--- src/ss2_consts.svh ---
// Offsets, field positions, reset values and timing figures of the standstill monitor.
`ifndef SS2_CONSTS_SVH
`define SS2_CONSTS_SVH
`define SS2_CLK_NS 20
`define SS2_TICK_NS 1000000
`define SS2_A_CTRL 6'h00
`define SS2_A_PAR_FIRST 6'h04
`define SS2_A_PAR_LAST 6'h20
`define SS2_A_STATE 6'h24
`define SS2_A_IRQ_STAT 6'h28
`define SS2_A_IRQ_MASK 6'h2c
`define SS2_P_DECEL_TIME 3'h0
`define SS2_P_STOP_SPEED 3'h1
`define SS2_P_TRAVEL 3'h2
`define SS2_P_SPD_DELAY 3'h3
`define SS2_P_POS_DELAY 3'h4
`define SS2_P_ENV_TC 3'h5
`define SS2_P_ENV_OFFSET 3'h6
`define SS2_P_ENV_DELAY 3'h7
`define SS2_CTRL_ENV_BIT 0
`define SS2_CTRL_UNIT_BIT 1
`define SS2_UNIT_SHIFT 10
`define SS2_RST_CTRL 2'h0
`define SS2_RST_PAR 16'h0000
`define SS2_RST_DECEL_TIME 16'h03e8
`define SS2_RST_STOP_SPEED 16'h0032
`define SS2_RST_TRAVEL 16'h0064
`define SS2_RST_SPD_DELAY 16'h000a
`define SS2_RST_POS_DELAY 16'h000a
`define SS2_RST_ENV_TC 16'h0004
`define SS2_EV_START 0
`define SS2_EV_HOLD 1
`define SS2_EV_TRIP 2
`endif

--- src/ss2_pkg.sv ---
// Types shared by the standstill monitor modules.
package ss2_pkg;
	typedef enum logic [1:0] {ST_IDLE, ST_DECEL, ST_HOLD, ST_TRIP} ss2_state_t;
endpackage

--- src/ss2_cfg_if.sv ---
// Settings from the register file to the monitor core, and events back.
`timescale 1ns/1ps
interface ss2_cfg_if;
	logic env_en;
	logic unit_sel;
	logic [15:0] par [0:7];
	logic [2:0] ev;
	logic [1:0] state_code;
	modport regs (output env_en, unit_sel, par, input ev, state_code);
	modport core (input env_en, unit_sel, par, output ev, state_code);
endinterface

--- src/ss2_monitor.sv ---
// Safe stop 2 deceleration supervision and standstill monitor, top level.
//
// Overview of operation
// RULE1: Request going inactive starts the sequence with deceleration supervision.
// RULE2: Request returning active ends the whole sequence from any state.
// RULE3: Both speeds at or below stop speed for the delay start standstill monitoring.
// RULE4: Elapsed time beyond the supervision time also starts standstill monitoring.
// RULE5: Envelope checking runs only when its enable select bit is one.
// RULE6: Envelope checking starts after the envelope start delay has elapsed.
// RULE7: Speed above decaying envelope from captured speed plus offset trips torque off.
// RULE8: Commanded speed above stop speed for the delay trips torque off.
// RULE9: Measured speed above stop speed for the delay trips torque off.
// RULE10: Travel since standstill start beyond permitted distance for its delay trips.
// RULE11: Standstill status output is high exactly while standstill monitoring runs.
// RULE12: The controller decelerates the motor itself after dropping the request.
// RULE13: Persistence timers restart whenever their condition lapses.
//
// The Avalon-MM slave port and the address map are this design's own decisions.
`timescale 1ns/1ps
`include "ss2_consts.svh"
module ss2_monitor #(
	parameter int TICK_CYCLES = `SS2_TICK_NS / `SS2_CLK_NS
) (
	// Clock and reset.
	input wire logic i_clk,
	input wire logic i_rstn,
	// Controller and drive inputs.
	input wire logic i_safe_stop2_request,
	input wire logic signed [15:0] i_cmd_speed,
	input wire logic signed [15:0] i_fb_speed,
	input wire logic signed [31:0] i_position,
	// Avalon-MM slave.
	input wire logic [5:0] i_avs_address,
	input wire logic i_avs_read,
	input wire logic i_avs_write,
	input wire logic [31:0] i_avs_writedata,
	output logic [31:0] o_avs_readdata,
	output logic o_avs_waitrequest,
	// Status and safety outputs.
	output logic o_irq,
	output logic o_standstill_status_output,
	output logic o_sto_request
);
	logic rst_meta_ff, rstn_ff;
	logic req_meta_ff, req_sync_ff;
	logic [15:0] tick_cnt_ff, nxt_tick_cnt;
	logic tick_ff, nxt_tick;
	ss2_pkg::ss2_state_t state_ff, nxt_state;
	logic [15:0] elapsed_ff, nxt_elapsed;
	logic [17:0] env_ff, nxt_env;
	logic signed [31:0] pos_start_ff, nxt_pos_start;
	logic sss_ff, nxt_sss;
	logic sto_ff, nxt_sto;
	logic [16:0] cmd_abs, fb_abs, stop_lim;
	logic signed [31:0] pos_diff;
	logic [31:0] travel_abs, travel_lim;
	logic env_active;
	logic [4:0] pcond, pclear, pdone;
	logic [15:0] pdelay [0:4];
	logic [2:0] ev;

	ss2_cfg_if cfg ();

	// The reset is released synchronously so no flop leaves reset a cycle apart.
	always_ff @(posedge i_clk or negedge i_rstn) begin
		if (!i_rstn) begin
			rst_meta_ff <= 1'b0;
			rstn_ff <= 1'b0;
		end else begin
			rst_meta_ff <= 1'b1;
			rstn_ff <= rst_meta_ff;
		end
	end

	// The request arrives from a pin; it starts high so a reset does not begin a stop.
	always_ff @(posedge i_clk or negedge rstn_ff) begin
		if (!rstn_ff) begin
			req_meta_ff <= 1'b1;
			req_sync_ff <= 1'b1;
		end else begin
			req_meta_ff <= i_safe_stop2_request;
			req_sync_ff <= req_meta_ff;
		end
	end

	// Millisecond tick for all supervision times.
	always_comb begin
		nxt_tick = 1'b0;
		nxt_tick_cnt = tick_cnt_ff + 16'h0001;
		if (tick_cnt_ff == 16'(TICK_CYCLES - 1)) begin
			nxt_tick_cnt = 16'h0000;
			nxt_tick = 1'b1;
		end
	end

	always_ff @(posedge i_clk or negedge rstn_ff) begin
		if (!rstn_ff) begin
			tick_cnt_ff <= 16'h0000;
			tick_ff <= 1'b0;
		end else begin
			tick_cnt_ff <= nxt_tick_cnt;
			tick_ff <= nxt_tick;
		end
	end

	// Magnitudes and limits.
	assign cmd_abs = i_cmd_speed[15] ? 17'(-i_cmd_speed) : {1'b0, i_cmd_speed};
	assign fb_abs = i_fb_speed[15] ? 17'(-i_fb_speed) : {1'b0, i_fb_speed};
	assign stop_lim = {1'b0, cfg.par[`SS2_P_STOP_SPEED]};
	assign pos_diff = i_position - pos_start_ff;
	assign travel_abs = pos_diff[31] ? 32'(-pos_diff) : 32'(pos_diff);
	// The unit select scales the permitted travel by 1024 counts.
	assign travel_lim = cfg.unit_sel ?
		({16'h0000, cfg.par[`SS2_P_TRAVEL]} << `SS2_UNIT_SHIFT) :
		{16'h0000, cfg.par[`SS2_P_TRAVEL]};
	assign env_active = cfg.env_en && elapsed_ff >= cfg.par[`SS2_P_ENV_DELAY]; // RULE5 RULE6

	// Persistence conditions: decel done, envelope, command, feedback, travel.
	always_comb begin
		pcond[0] = cmd_abs <= stop_lim && fb_abs <= stop_lim; // RULE3
		pcond[1] = env_active && {1'b0, fb_abs} > env_ff; // RULE7
		pcond[2] = cmd_abs > stop_lim; // RULE8
		pcond[3] = fb_abs > stop_lim; // RULE9
		pcond[4] = travel_abs > travel_lim; // RULE10
		pclear[0] = state_ff != ss2_pkg::ST_DECEL;
		pclear[1] = state_ff != ss2_pkg::ST_DECEL;
		pclear[2] = state_ff != ss2_pkg::ST_HOLD;
		pclear[3] = state_ff != ss2_pkg::ST_HOLD;
		pclear[4] = state_ff != ss2_pkg::ST_HOLD;
		pdelay[0] = cfg.par[`SS2_P_SPD_DELAY];
		pdelay[1] = cfg.par[`SS2_P_SPD_DELAY];
		pdelay[2] = cfg.par[`SS2_P_SPD_DELAY];
		pdelay[3] = cfg.par[`SS2_P_SPD_DELAY];
		pdelay[4] = cfg.par[`SS2_P_POS_DELAY];
	end

	for (genvar g = 0; g < 5; g++) begin : g_persist
		ss2_persist u_persist (
			.i_clk(i_clk),
			.i_rstn(rstn_ff),
			.i_tick(tick_ff),
			.i_delay(pdelay[g]),
			.i_clear(pclear[g]),
			.i_cond(pcond[g]),
			.o_done(pdone[g])
		);
	end

	// Sequence control.
	// A decay shift of zero empties the envelope on the first tick, so any motion trips.
	always_comb begin
		nxt_state = state_ff;
		nxt_elapsed = elapsed_ff;
		nxt_env = env_ff;
		nxt_pos_start = pos_start_ff;
		case (state_ff)
			ss2_pkg::ST_IDLE: begin
				if (!req_sync_ff) begin
					nxt_state = ss2_pkg::ST_DECEL; // RULE1
					nxt_elapsed = 16'h0000;
					nxt_env = 18'(fb_abs) + 18'(cfg.par[`SS2_P_ENV_OFFSET]); // RULE7
				end
			end
			ss2_pkg::ST_DECEL: begin
				if (req_sync_ff) begin
					nxt_state = ss2_pkg::ST_IDLE; // RULE2
				end else if (pdone[1]) begin
					nxt_state = ss2_pkg::ST_TRIP; // RULE7
				end else if (pdone[0] || elapsed_ff > cfg.par[`SS2_P_DECEL_TIME]) begin
					nxt_state = ss2_pkg::ST_HOLD; // RULE3 RULE4
					nxt_pos_start = i_position;
				end else if (tick_ff) begin
					if (elapsed_ff != 16'hffff) begin
						nxt_elapsed = elapsed_ff + 16'h0001;
					end
					nxt_env = env_ff - (env_ff >> cfg.par[`SS2_P_ENV_TC][3:0]); // RULE7
				end
			end
			ss2_pkg::ST_HOLD: begin
				if (req_sync_ff) begin
					nxt_state = ss2_pkg::ST_IDLE; // RULE2
				end else if (|pdone[4:2]) begin
					nxt_state = ss2_pkg::ST_TRIP; // RULE8 RULE9 RULE10
				end
			end
			ss2_pkg::ST_TRIP: begin
				if (req_sync_ff) begin
					nxt_state = ss2_pkg::ST_IDLE; // RULE2
				end
			end
			default: begin
				nxt_state = ss2_pkg::ST_IDLE;
			end
		endcase
		nxt_sss = nxt_state == ss2_pkg::ST_HOLD; // RULE11
		nxt_sto = nxt_state == ss2_pkg::ST_TRIP;
		ev[`SS2_EV_START] = state_ff == ss2_pkg::ST_IDLE && nxt_state == ss2_pkg::ST_DECEL;
		ev[`SS2_EV_HOLD] = state_ff != ss2_pkg::ST_HOLD && nxt_state == ss2_pkg::ST_HOLD;
		ev[`SS2_EV_TRIP] = state_ff != ss2_pkg::ST_TRIP && nxt_state == ss2_pkg::ST_TRIP;
	end

	always_ff @(posedge i_clk or negedge rstn_ff) begin
		if (!rstn_ff) begin
			state_ff <= ss2_pkg::ST_IDLE;
			elapsed_ff <= 16'h0000;
			env_ff <= 18'h0_0000;
			pos_start_ff <= 32'h0000_0000;
			sss_ff <= 1'b0;
			sto_ff <= 1'b0;
		end else begin
			state_ff <= nxt_state;
			elapsed_ff <= nxt_elapsed;
			env_ff <= nxt_env;
			pos_start_ff <= nxt_pos_start;
			sss_ff <= nxt_sss;
			sto_ff <= nxt_sto;
		end
	end

	assign cfg.ev = ev;
	assign cfg.state_code = state_ff;

	ss2_regs u_regs (
		.i_clk(i_clk),
		.i_rstn(rstn_ff),
		.i_avs_address(i_avs_address),
		.i_avs_read(i_avs_read),
		.i_avs_write(i_avs_write),
		.i_avs_writedata(i_avs_writedata),
		.o_avs_readdata(o_avs_readdata),
		.o_avs_waitrequest(o_avs_waitrequest),
		.o_irq(o_irq),
		.cfg(cfg)
	);

	assign o_standstill_status_output = sss_ff;
	assign o_sto_request = sto_ff;
endmodule // ss2_monitor

--- src/ss2_persist.sv ---
// Persistence timer: reports a condition that has held for a number of ticks.
`timescale 1ns/1ps
module ss2_persist (
	// Clock and reset.
	input wire logic i_clk,
	input wire logic i_rstn,
	// Timing.
	input wire logic i_tick,
	input wire logic [15:0] i_delay,
	// Condition.
	input wire logic i_clear,
	input wire logic i_cond,
	output logic o_done
);
	logic [15:0] cnt_ff;
	logic [15:0] nxt_cnt;
	logic done_ff;
	logic nxt_done;

	always_comb begin
		nxt_cnt = cnt_ff;
		nxt_done = done_ff;
		if (i_clear || !i_cond) begin
			nxt_cnt = 16'h0000; // RULE13
			nxt_done = 1'b0;
		end else if (cnt_ff >= i_delay) begin
			nxt_done = 1'b1;
		end else if (i_tick) begin
			nxt_cnt = cnt_ff + 16'h0001;
		end
	end

	always_ff @(posedge i_clk or negedge i_rstn) begin
		if (!i_rstn) begin
			cnt_ff <= 16'h0000;
			done_ff <= 1'b0;
		end else begin
			cnt_ff <= nxt_cnt;
			done_ff <= nxt_done;
		end
	end

	assign o_done = done_ff;
endmodule // ss2_persist

--- src/ss2_regs.sv ---
// Avalon-MM register file with interrupt status and mask.
`timescale 1ns/1ps
`include "ss2_consts.svh"
module ss2_regs (
	// Clock and reset.
	input wire logic i_clk,
	input wire logic i_rstn,
	// Avalon-MM slave.
	input wire logic [5:0] i_avs_address,
	input wire logic i_avs_read,
	input wire logic i_avs_write,
	input wire logic [31:0] i_avs_writedata,
	output logic [31:0] o_avs_readdata,
	output logic o_avs_waitrequest,
	output logic o_irq,
	// Core side.
	ss2_cfg_if.regs cfg
);
	localparam logic [15:0] PAR_RST [0:7] = '{`SS2_RST_DECEL_TIME, `SS2_RST_STOP_SPEED,
		`SS2_RST_TRAVEL, `SS2_RST_SPD_DELAY, `SS2_RST_POS_DELAY, `SS2_RST_ENV_TC,
		`SS2_RST_PAR, `SS2_RST_PAR};
	logic [1:0] ctrl_ff, nxt_ctrl;
	logic [15:0] par_ff [0:7];
	logic [15:0] nxt_par [0:7];
	logic [2:0] ist_ff, nxt_ist, imask_ff, nxt_imask;
	logic wait_ff, nxt_wait, irq_ff, nxt_irq;
	logic [31:0] rdata_ff, nxt_rdata;
	logic req, ack;
	logic [2:0] idx;

	assign req = i_avs_read || i_avs_write;
	assign ack = req && !wait_ff;
	assign idx = 3'(i_avs_address[5:2] - 4'h1);

	always_comb begin
		nxt_ctrl = ctrl_ff;
		nxt_par = par_ff;
		nxt_imask = imask_ff;
		nxt_wait = !(req && wait_ff);
		nxt_rdata = rdata_ff;
		nxt_ist = ist_ff;
		if (ack && i_avs_write) begin
			if (i_avs_address == `SS2_A_CTRL) begin
				nxt_ctrl = i_avs_writedata[1:0];
			end else if (i_avs_address >= `SS2_A_PAR_FIRST &&
				i_avs_address <= `SS2_A_PAR_LAST) begin
				nxt_par[idx] = i_avs_writedata[15:0];
			end else if (i_avs_address == `SS2_A_IRQ_STAT) begin
				nxt_ist = ist_ff & ~i_avs_writedata[2:0];
			end else if (i_avs_address == `SS2_A_IRQ_MASK) begin
				nxt_imask = i_avs_writedata[2:0];
			end
		end
		// New events win over a clear in the same cycle.
		nxt_ist = nxt_ist | cfg.ev;
		if (req && wait_ff) begin
			if (i_avs_address == `SS2_A_CTRL) begin
				nxt_rdata = {30'h0000_0000, ctrl_ff};
			end else if (i_avs_address >= `SS2_A_PAR_FIRST &&
				i_avs_address <= `SS2_A_PAR_LAST) begin
				nxt_rdata = {16'h0000, par_ff[idx]};
			end else if (i_avs_address == `SS2_A_STATE) begin
				nxt_rdata = {30'h0000_0000, cfg.state_code};
			end else if (i_avs_address == `SS2_A_IRQ_STAT) begin
				nxt_rdata = {29'h0000_0000, ist_ff};
			end else if (i_avs_address == `SS2_A_IRQ_MASK) begin
				nxt_rdata = {29'h0000_0000, imask_ff};
			end else begin
				nxt_rdata = 32'h0000_0000;
			end
		end
		nxt_irq = |(ist_ff & imask_ff);
	end

	always_ff @(posedge i_clk or negedge i_rstn) begin
		if (!i_rstn) begin
			ctrl_ff <= `SS2_RST_CTRL;
			par_ff <= PAR_RST;
			ist_ff <= 3'h0;
			imask_ff <= 3'h0;
			wait_ff <= 1'b1;
			rdata_ff <= 32'h0000_0000;
			irq_ff <= 1'b0;
		end else begin
			ctrl_ff <= nxt_ctrl;
			par_ff <= nxt_par;
			ist_ff <= nxt_ist;
			imask_ff <= nxt_imask;
			wait_ff <= nxt_wait;
			rdata_ff <= nxt_rdata;
			irq_ff <= nxt_irq;
		end
	end

	assign cfg.env_en = ctrl_ff[`SS2_CTRL_ENV_BIT];
	assign cfg.unit_sel = ctrl_ff[`SS2_CTRL_UNIT_BIT];
	assign cfg.par = par_ff;
	assign o_avs_readdata = rdata_ff;
	assign o_avs_waitrequest = wait_ff;
	assign o_irq = irq_ff;
endmodule // ss2_regs
--- config.mk ---
export PLATFORM = sky130hd
export DESIGN_NAME = ss2_monitor
export DESIGN_NICKNAME = d
export VERILOG_FILES = /design/src/ss2_pkg.sv /design/src/ss2_cfg_if.sv /design/src/ss2_monitor.sv /design/src/ss2_persist.sv /design/src/ss2_regs.sv
export VERILOG_INCLUDE_DIRS = /design/src /design/src/src
export SDC_FILE = /design/constraint.sdc
export NUM_CORES = 1
export LEC_CHECK = 0
export BUFFER_PORTS_ARGS = -buffer_cell sky130_fd_sc_hd__buf_2
export CORE_AREA = 2 2 226 228
export DETAILED_ROUTE_END_ITERATION = 10
export DIE_AREA = 0 0 228 230
export GPL_TIMING_DRIVEN = 0
export PLACE_DENSITY_LB_ADDON = 0.08
export SLEW_MARGIN = 20
export SYNTH_ARGS = -nofsm -noshare
export SYNTH_HDL_FRONTEND = slang
export SYNTH_SLANG_ARGS = --single-unit
--- constraint.sdc ---
create_clock -name i_clk -period 10.3 [get_ports i_clk]
set_input_delay 2.06 -clock i_clk [delete_from_list [all_inputs] [get_ports i_clk]]
set_output_delay 2.06 -clock i_clk [all_outputs]
set_load 0.03 [all_outputs]
Word level (Yosys, flattened, before mapping)
Cells that the tools add are included. Widths: inputs -> output; s select.

Output and inout bits: 36. Bits in registers: 346. Bits of input ports: 107. Word-level logic and storage cells: 221.

Reduce and logical (&&, ||, !) cells: 51. Add/subtract/negate cells: 14. Equal/unequal tests: 25. Mux-type cells: 67. Bitwise operators: 10. Shifts and indexed selects: 1. Order comparisons: 17.

Operator list (count): $mux 16 (25); $mux 32 (5); $bwmux 128 (1); $add 16x1->16 const B (7); $ge 16x16->1 (6); $mux 18 (5); $bmux 16 s3 (1); $demux 16 s3 (1); $pmux 18 s2 (1); $gt 17x16->1 (2); $le 17x16->1 (2); $mux 17 (2); $neg 16->17 (2); $gt 32x26->1 (1); $neg 32->32 (1); $pmux 16 s2 (1); $sub 32x32->32 (1); $mux 26 (1); $reduce_bool 2->1 (11); $add 17x16->18 (1); $eq 6x6->1 const B (3); $gt 17x18->1 (1); $shr 18x4->18 (1); $sub 18x18->18 (1); 33 further kinds (102).

Longest topological paths before layout
Gate-level depths: netlist of the first run.

Word-level depth: 9. Gate-level depth with buffers: 28. Mapped depth without buffers: 26.

Hierarchy
Synthesis of the first run repeated with hierarchy kept, for this count alone.

Cells, all modules: 2753. Area total of the unflattened synthesis: 25461.9 um^2.

Modules (own cells, without submodules): ss2_monitor (times used 1, area an instance 11811.3 um^2, seq. area each 2279.7 um^2, cells each 1465); ss2_regs (times used 1, area an instance 7175.6 um^2, seq. area each 3876.2 um^2, cells each 543); ss2_persist (times used 5, area an instance 1295.0 um^2, seq. area each 425.4 um^2, cells each 149).

Worst setup path before layout of the first run
Ideal clock, no wire load.

Path type: in2reg. From: input port i_position[0]. To: register g_persist[4].u_persist.cnt_ff[10]. Path slack: 3.213 ns. Data arrival time: 6.941 ns. Stages: 28. Required time: 10.154 ns. Path through: inv_1 > ha_1 > inv_1 > fa_1 > a21o_1 > a221oi_4 > o21bai_1 > xor2_1 > or3_4 > nand4bb_4 > or4_4 > and2b_1 > inv_1 > o21ai_0 > xnor2_1 > ha_1 > nor2b_1 > o21ai_0 > nand2b_1 > a21oi_1 > o22ai_1 > a211oi_1 > nor3_1 > nor3_1 > and4bb_1 > buf_6 > buf_12 > nor3_2.

Longest elaborated chain between the ends: 8. Elaborated cells between the ends (all ways): 10.

Ends and longest elaborated chain: start, declared (line ss2_monitor.sv:31) `input wire logic signed [31:0] i_position,`; $sub 32x32->32 (*) (line ss2_monitor.sv:110) `assign pos_diff = i_position - pos_start_ff;`; $neg 32->32 (line ss2_monitor.sv:111) `assign travel_abs = pos_diff[31] ? 32'(-pos_diff) : 32'(pos_diff);`; $mux 32 (*) (line ss2_monitor.sv:111); $gt 32x26->1 (*) (line ss2_monitor.sv:124) `pcond[4] = travel_abs > travel_lim;`; $logic_not 1->1 (*) (line ss2_persist.sv:23) `if (i_clear || !i_cond) begin`; $logic_or 1x1->1 (*) (line ss2_persist.sv:23); $ne 2x1->1 (no line) or $reduce_bool 2->1 (tied branches); $reduce_and 2->1 (no line); end signal, assigned (line ss2_persist.sv:38) `cnt_ff <= nxt_cnt;`; end, declared (line ss2_persist.sv:15) `logic [15:0] cnt_ff;`.

Every way passes the cells marked *; elsewhere a longest branch is shown, timed or not. A chain may end at the register's enable or synchronous reset.

Worst setup path after layout of the first run
From: input port i_position[10]. To: register g_persist[4].u_persist.cnt_ff[6].

The elaborated chain is that of the path after synthesis.

==> results.py, run 1 <==
metrics = {
    "outcome": {
        "status": "complete, no violations",
    },
    "flow_run": {
        "maxCapViolations": 0,
    },
    "floorplanning": {
        "io_pins": 143,
        "die_y_um": 230,
        "start_util": 0.497,
        "coreArea_um2": 49900,
        "die-area_um2": 52400,
        "die_w_um": 228,
        "num_rows": 82,
    },
    "detailed_routing": {
        "vias": 21200,
        "post-route-drc-count": 0,
        "drt.antenna.violating_nets": 0,
        "vias_per_cell": 5.79,
        "drtPass1Iterations": 6,
        "avgRoutedWirePerCell_um": 21.0,
        "first_iter_violations": 1380,
        "drt-total-wl_mm": 76.9,
    },
    "synthesis": {
        "ys_ff_latch": 330,
        "yosysWarnings": 0,
        "synth.distinct_cells": 89,
        "synth_edf_count": 0,
        "synth_area_um2": 24800,
        "async_reset_ff_frac": 1.00,
        "synth_ff_type": "dfrtp_1",
        "ys_seq_area_frac": 0.334,
        "syn_avg_cell_area_um2": 8.91,
        "synthCells": 2782,
    },
    "pwr": {
        "comb_power_share": 0.551,
        "ir_worst_vdd_v": 0.000241,
        "p_leak_nw": 12.7,
        "p_sw_frac": 0.441,
        "p_switching_mw": 3.21,
        "p_int_mw": 4.07,
        "clock_power_share": 0.190,
        "p_seq_frac": 0.258,
        "p_per_area_nw_per_um2": 263,
    },
    "critical_path": {
        "rr_startpoint": "pos_start_ff[10]$_DFFE_PN0P_",
        "rrSetupSlack_ns": 4.10,
        "timing.rr.end": "g_persist[4].u_persist.cnt_ff[6]$_DFFE_PN0P_",
        "worstRegToRegCells": 27,
        "arrival_ns": 7.86,
        "cp-end-kind": "register",
        "crit_type": "primary input to register",
        "cp_data_required_time_ns": 10.72,
        "cp-start-kind": "primary input",
        "critPathMaxFanout": 10,
    },
    "sta": {
        "fin_tns_setup_ns": 0,
        "finalMaxSlewViolations": 0,
        "fin_crit_sh": 0.722,
        "finClkSkew_ns": 0.0148,
        "hold_viol": 0,
        "rsz0062_at_grt": "false",
        "worst_pin_slew_ns": 1.03,
        "period_minus_slack_ns": 7.44,
        "clock.fmax_ghz": 0.134,
        "holdWs_ns": 0.257,
        "setup_viol": 0,
        "max_slew_margin": 0.309,
    },
    "clock_tree": {
        "postCtsHoldBufs": 0,
        "clock-sinks": 330,
        "cts.htree.levels": 2,
        "root_buffer": "clkbuf_16",
        "ctsResizeCount": 0,
        "clock_path_buffers": 3,
        "cts_tree": "built",
        "cts_buffers": 40,
        "cts.clk_slew.worst_paths_ns": 0.06,
        "clk_latency_ns": 0.57,
        "post_cts_buffers": 0,
    },
    "global_route": {
        "met1_usage": 0.384,
        "grtUsageTotal": 0.294,
        "antenna_found_initial": 0,
        "first_global_vias": 21300,
        "global_route.peak_usage_layer": "met2",
        "gr-total-overflow": 0,
        "grt_pass1_wl_mm": 121,
        "grt_use_met3": 0.0310,
        "grt_max_degree": 57,
        "use_met2": 0.498,
    },
    "final_layout": {
        "diodes": 0,
        "final_common_cell": "dfrtp_1",
        "final_cell_mix": "309 x dfrtp_1, 273 x nand2_1, 266 x ha_1",
        "drive_above_1_share": 0.129,
        "nNetsFinal": 3333,
        "fillerInstances": 4687,
        "area_delta_synth_final_pct": 11.7,
        "stdcell_area_um2": 27700,
    },
    "worst_hold_path": {
        "holdCritPathClass": "register to async pin",
    },
    "place": {
        "io_buffers": 109,
        "place_congestion": 0.938,
        "placed_area_um2": 26400,
        "dpl.hpwl_mm": 60.7,
    },
}
[critical path, cell delays in order]
cell and delay (ns):
buf_2 0.11, ha_1 0.28, clkbuf_1 0.20, a21o_1 0.25, o21bai_1 0.19, a22oi_1 0.46
and2_1 0.34, a31oi_1 0.18, a21oi_1 0.30, xnor2_1 0.21, clkbuf_1 0.39, o21ai_0 0.20
xnor2_1 0.17, ha_1 0.33, a21o_1 0.18, a21oi_1 0.13, nor2b_1 0.05, o21ai_0 0.17
nand2b_1 0.07, a221o_1 0.34, a211oi_1 0.24, nor3_1 0.13, nor3_1 0.19, and4bb_1 0.30
buf_6 0.17, buf_12 0.15, nor3_2 0.05
[synth_stat cells, types with 70 or more instances]
cell type	instances	area share
clkbuf_1	90	0.014
a21oi_1	157	0.032
xnor2_1	119	0.042
xor2_1	70	0.025
o21ai_0	153	0.031
nor3_1	70	0.014
ha_1	266	0.13
dfrtp_1	310	0.31
a21o_1	70	0.021
nand2_1	273	0.041
inv_1	183	0.028
nor2_1	236	0.036
mux2_2	124	0.056
[final cells by class]
class / instances / area [um2] / share of cell area
Buffer: 118 / 527 / 0.0190
Clock buffer: 56 / 1150 / 0.0416
Clock inverter: 15 / 114 / 0.00411
Inverter: 185 / 694 / 0.0251
Multi-Input combinational cell: 2165 / 15400 / 0.555
Sequential cell: 330 / 8290 / 0.299
Tap cell: 672 / 841 / 0.0304
Timing Repair Buffer: 117 / 723 / 0.0261
[layer usage]
layer  wire, um  up-vias
met3       3140      154
met1      33900    10300
met2      36600      525
met5          0        -
met4       3340        0
li1           -    10200
[worst max path at each step]
stage,to,slack [ns],cells after the start,start
after global placement,elapsed_ff[11]$_DFFE_PN0P_,-3.59,0,rstn_ff$_DFF_PN0_
after detailed placement,g_persist[4].u_persist.cnt_ff[6]$_DFFE_PN0P_,2.31,28,i_position[0]
final,g_persist[4].u_persist.cnt_ff[6]$_DFFE_PN0P_,2.86,27,i_position[10]
after global routing,g_persist[4].u_persist.cnt_ff[12]$_DFFE_PN0P_,2.44,27,i_position[10]
after CTS,g_persist[4].u_persist.cnt_ff[6]$_DFFE_PN0P_,2.88,27,i_position[10]
after floorplan,cfg.state_code[0]$_DFF_PN0_,0.46,0,rstn_ff$_DFF_PN0_
[cell families (layout without fill, tap and decap cells)]
group | Yosys count | in the layout | synth area share
xor+xnor | 189 | 189 | 0.0668
compound gates | 607 | 607 | 0.157
fa+ha+maj | 269 | 269 | 0.137
simple gates | 908 | 908 | 0.178
flops | 330 | 330 | 0.334
buf+inv | 303 | 491 | 0.0493
mux | 174 | 174 | 0.0785
other cells | 2 | 18 | 0.000303
[flip-flops by register name, indices dropped and copies added (netlist names), 2 cells and up]
| register | flops |
|---|---|
| cfg.state_code | 2 |
| elapsed_ff | 16 |
| env_ff | 18 |
| g_persist.u_persist.cnt_ff | 80 |
| g_persist.u_persist.o_done | 5 |
| pos_start_ff | 32 |
| tick_cnt_ff | 16 |
| u_regs.cfg.par | 128 |
| u_regs.ctrl_ff | 2 |
| u_regs.imask_ff | 3 |
| u_regs.ist_ff | 3 |
| u_regs.o_avs_readdata | 16 |
[power by group through the flow]
stage	logic, mW	clock network [mW]	registers [mW]
6_report	4.01	1.38	1.88
5_1_grt	4.53	1.46	1.90
4_1_cts	4.00	1.41	1.87
3_5_place_dp	3.97	0	1.89
3_3_place_gp	3.82	0	1.91
2_1_floorplan	2.97	0	1.79
[through the flow]
stage / cells / power (mW) / worst slack, ns / util
floorplan: 2798 / 4.76 / 0.457 / -
global placement: 3579 / 5.72 / -3.59 / 0.526
detailed placement: 3587 / 5.86 / 2.31 / 0.530
CTS: 3658 / 7.29 / 2.88 / 0.555
global route: 3658 / 7.89 / 2.44 / 0.556
finish: 3658 / 7.27 / 2.86 / 0.556
Power figures use the tool's default switching activity.
==> inputs of run 2 (changes only) <==
--- a/config.mk
+++ b/config.mk
@@ -6,10 +6,11 @@
 export SDC_FILE = /design/constraint.sdc
 export NUM_CORES = 1
 export LEC_CHECK = 0
+export ABC_AREA = 1
 export BUFFER_PORTS_ARGS = -buffer_cell sky130_fd_sc_hd__buf_2
-export CORE_AREA = 2 2 226 228
+export CORE_AREA = 2 2 231 233
 export DETAILED_ROUTE_END_ITERATION = 10
-export DIE_AREA = 0 0 228 230
+export DIE_AREA = 0 0 233 235
 export GPL_TIMING_DRIVEN = 0
 export PLACE_DENSITY_LB_ADDON = 0.08
 export SLEW_MARGIN = 20
==> constraint.sdc (replaced) <==
create_clock -name i_clk -period 7.5 [get_ports i_clk]
set_input_delay 1.5 -clock i_clk [delete_from_list [all_inputs] [get_ports i_clk]]
set_output_delay 1.5 -clock i_clk [all_outputs]
set_load 0.03 [all_outputs]
==> run 2 against run 1 <==
- largest power group unchanged
- sequential cell count did not move
- sequential power up 30%
- critical endpoint is now g_persist[0].u_persist.cnt_ff[6]$_DFFE_PN0P_
- area after synthesis is 4.5% higher
- global-route usage rose by 0.11 points
- sequential share of layout area decreased by 1.3 points
- critical path depth decreased by 7
- cell count up 25%
- clock power up 46%
- hold slack worse by 0.0015 ns
- non-clock buffer count shrank 14
- design area grew 4.4%
- power up 36%
==> results.py, run 2 <==
metrics = {
    "sta": {
        "final.setup.worst_slack_ns": 1.38,
        "holdWs_ns": 0.255,
        "finalMaxSlewViolations": 0,
        "setup_viol": 0,
        "finClkSkew_ns": 0.0276,
        "fin_crit_sh": 0.816,
        "max_slew_margin": 0.284,
        "hold_viol": 0,
        "worst_pin_slew_ns": 1.06,
        "rsz0062_at_grt": "false",
        "period_minus_slack_ns": 6.12,
        "clock.fmax_ghz": 0.163,
    },
    "detailed_routing": {
        "drtPass1Iterations": 7,
        "first_iter_violations": 1883,
        "drt.antenna.violating_nets": 0,
        "vias_per_cell": 5.43,
        "post-route-drc-count": 0,
        "vias": 24700,
        "avgRoutedWirePerCell_um": 17.7,
        "drt-total-wl_mm": 80.7,
    },
    "final_layout": {
        "fillerInstances": 5257,
        "final_common_cell": "nand2_1",
        "largest_register_ff_count": 128,
        "nNetsFinal": 4214,
        "drive_above_1_share": 0.0731,
        "final_cell_mix": "957 x nand2_1, 493 x inv_1, 340 x o21ai_0",
        "final_cells": 4561,
        "stdcell_area_um2": 28900,
        "area_delta_synth_final_pct": 11.7,
    },
    "synthesis": {
        "async_reset_ff_frac": 1.00,
        "synth_fa_ha_area_frac": 0.131,
        "synth_mux_area_frac": 0.00237,
        "ys_seq_area_frac": 0.320,
        "synth_commonest_cells": "957 x nand2_1, 493 x inv_1, 340 x o21ai_0",
        "synth_top_family_by_area": "simple AND/OR/NAND/NOR gates",
        "syn_avg_cell_area_um2": 7.07,
        "yosysWarnings": 0,
        "synthTopCellsByArea": "dfrtp_1 30%, nand2_1 14%, ha_1 13%, inv_1 7.1%, o21ai_0 6.6%",
        "synth_area_um2": 25900,
        "synth_edf_count": 0,
        "synth-simple-area-share": 0.270,
        "synth_xor_area_frac": 0.0399,
        "synth.most_common_cell": "nand2_1",
        "synth_ff_type": "dfrtp_1",
        "synth_compound_gate_area_share": 0.146,
        "netlist.area_leader.share": 0.299,
        "synthCells": 3663,
        "ys_ff_latch": 330,
        "synth.distinct_cells": 53,
        "yosysTopAreaCell": "dfrtp_1",
    },
    "clock_tree": {
        "ctsResizeCount": 0,
        "cts.clk_slew.worst_paths_ns": 0.06,
        "clk_latency_ns": 0.59,
        "cts_tree": "built",
        "root_buffer": "clkbuf_16",
        "post_cts_buffers": 0,
        "cts_buffers": 41,
        "clock_path_buffers": 3,
        "clock-sinks": 330,
        "cts.htree.levels": 2,
        "postCtsHoldBufs": 0,
    },
    "critical_path": {
        "cp-end-kind": "register",
        "startpoint": "i_fb_speed[2]",
        "timing.rr.end": "g_persist[4].u_persist.cnt_ff[7]$_DFFE_PN0P_",
        "rr_startpoint": "pos_start_ff[22]$_DFFE_PN0P_",
        "worstRegToRegCells": 32,
        "rrSetupSlack_ns": 2.67,
        "critPathMaxFanout": 10,
        "cp-start-kind": "primary input",
        "crit_type": "primary input to register",
        "arrival_ns": 6.59,
        "cp_data_required_time_ns": 7.97,
    },
    "place": {
        "post-place-ws_ns": 0.876,
        "placed_area_um2": 27600,
        "io_buffers": 109,
        "place_congestion": 0.968,
        "dpl.hpwl_mm": 63.1,
        "dp_cells": 4483,
    },
    "floorplanning": {
        "coreArea_um2": 52200,
        "num_rows": 84,
        "die_w_um": 233,
        "die-area_um2": 54800,
        "start_util": 0.496,
        "io_pins": 143,
        "die_y_um": 235,
    },
    "flow_run": {
        "maxCapViolations": 0,
    },
    "global_route": {
        "grt_pass1_wl_mm": 127,
        "grtUsageTotal": 0.295,
        "antenna_found_initial": 1,
        "gr-total-overflow": 0,
        "first_global_vias": 23000,
        "grt_max_degree": 52,
    },
    "outcome": {
        "status": "complete, no violations",
    },
    "pwr": {
        "p_leak_nw": 14.3,
        "ir_worst_vdd_v": 0.000170,
        "total_power_mw": 9.92,
        "p_per_area_nw_per_um2": 343,
    },
    "worst_hold_path": {
        "holdCritPathClass": "register to async pin",
    },
}
[run 2: worst max path at each step]
stage	to	slack (ns)	cells after the start
3_3_place_gp	elapsed_ff[10]$_DFFE_PN0P_	-0.26	0
4_1_cts	g_persist[0].u_persist.cnt_ff[6]$_DFFE_PN0P_	1.48	20
3_5_place_dp	g_persist[0].u_persist.cnt_ff[6]$_DFFE_PN0P_	0.88	20
6_report	g_persist[0].u_persist.cnt_ff[6]$_DFFE_PN0P_	1.38	20
2_1_floorplan	cfg.state_code[0]$_DFF_PN0_	2.12	0
5_1_grt	g_persist[0].u_persist.cnt_ff[6]$_DFFE_PN0P_	1.01	20
[run 2: kinds of logic after synthesis]
group	after synthesis
other	2
AND/OR/NAND/NOR	1645
XOR/XNOR	118
AO/OA/AOI/OAI	683
adder cells (fa/ha/maj)	269
flip-flops	330
multiplexers	6
buffers and inverters	610
[run 2: report_power, final]
| group | switching (mW) | internal (mW) | total (mW) |
|---|---|---|---|
| combinational | 3.61 | 1.86 | 5.47 |
| sequential | 0.296 | 2.14 | 2.44 |
| clock | 0.834 | 1.18 | 2.02 |
[run 2: cell type report]
class | count | area (um2) | share of cell area
well taps | 688 | 861 | 0.0298
clock inverters | 11 | 85.1 | 0.00294
plain buffers | 105 | 474 | 0.0164
flip-flops and latches | 330 | 8290 | 0.286
clock buffers | 65 | 1290 | 0.0445
diodes | 2 | 5.00 | 0.000173
repair buffers | 116 | 716 | 0.0247
inverters | 505 | 1900 | 0.0655
multi-input cells | 2739 | 15300 | 0.530
[run 2: per-stage QoR]
stage	TNS, ns	utilization
after floorplan	0	-
after global placement	-68.49	0.524
after detailed placement	0	0.528
after CTS	0	0.554
after global routing	0	0.554
final	0	0.554
[run 2: layer usage]
layer | GRT usage | part of all wire
met1 | 0.410 | 0.45
met2 | 0.474 | 0.45
met3 | 0.0436 | 0.070
met4 | 0.0898 | 0.029
met5 | 0 | 0.00011
[run 2: critical path: stages]
cell and delay [ns]:
buf_2 0.12, nor3_1 0.23, nand2_1 0.08, nor2_1 0.10
inv_1 0.06, nor3_1 0.26, nand2_1 0.13, nor3_1 0.25
nand2_1 0.11, nor4_1 0.82, ha_1 0.41, nand3_1 0.13
inv_1 0.05, a221oi_1 0.27, nand3_1 0.12, nand2_1 0.24
nand2_1 0.15, nor2_1 0.70, clkinv_1 0.52, a221oi_1 0.34
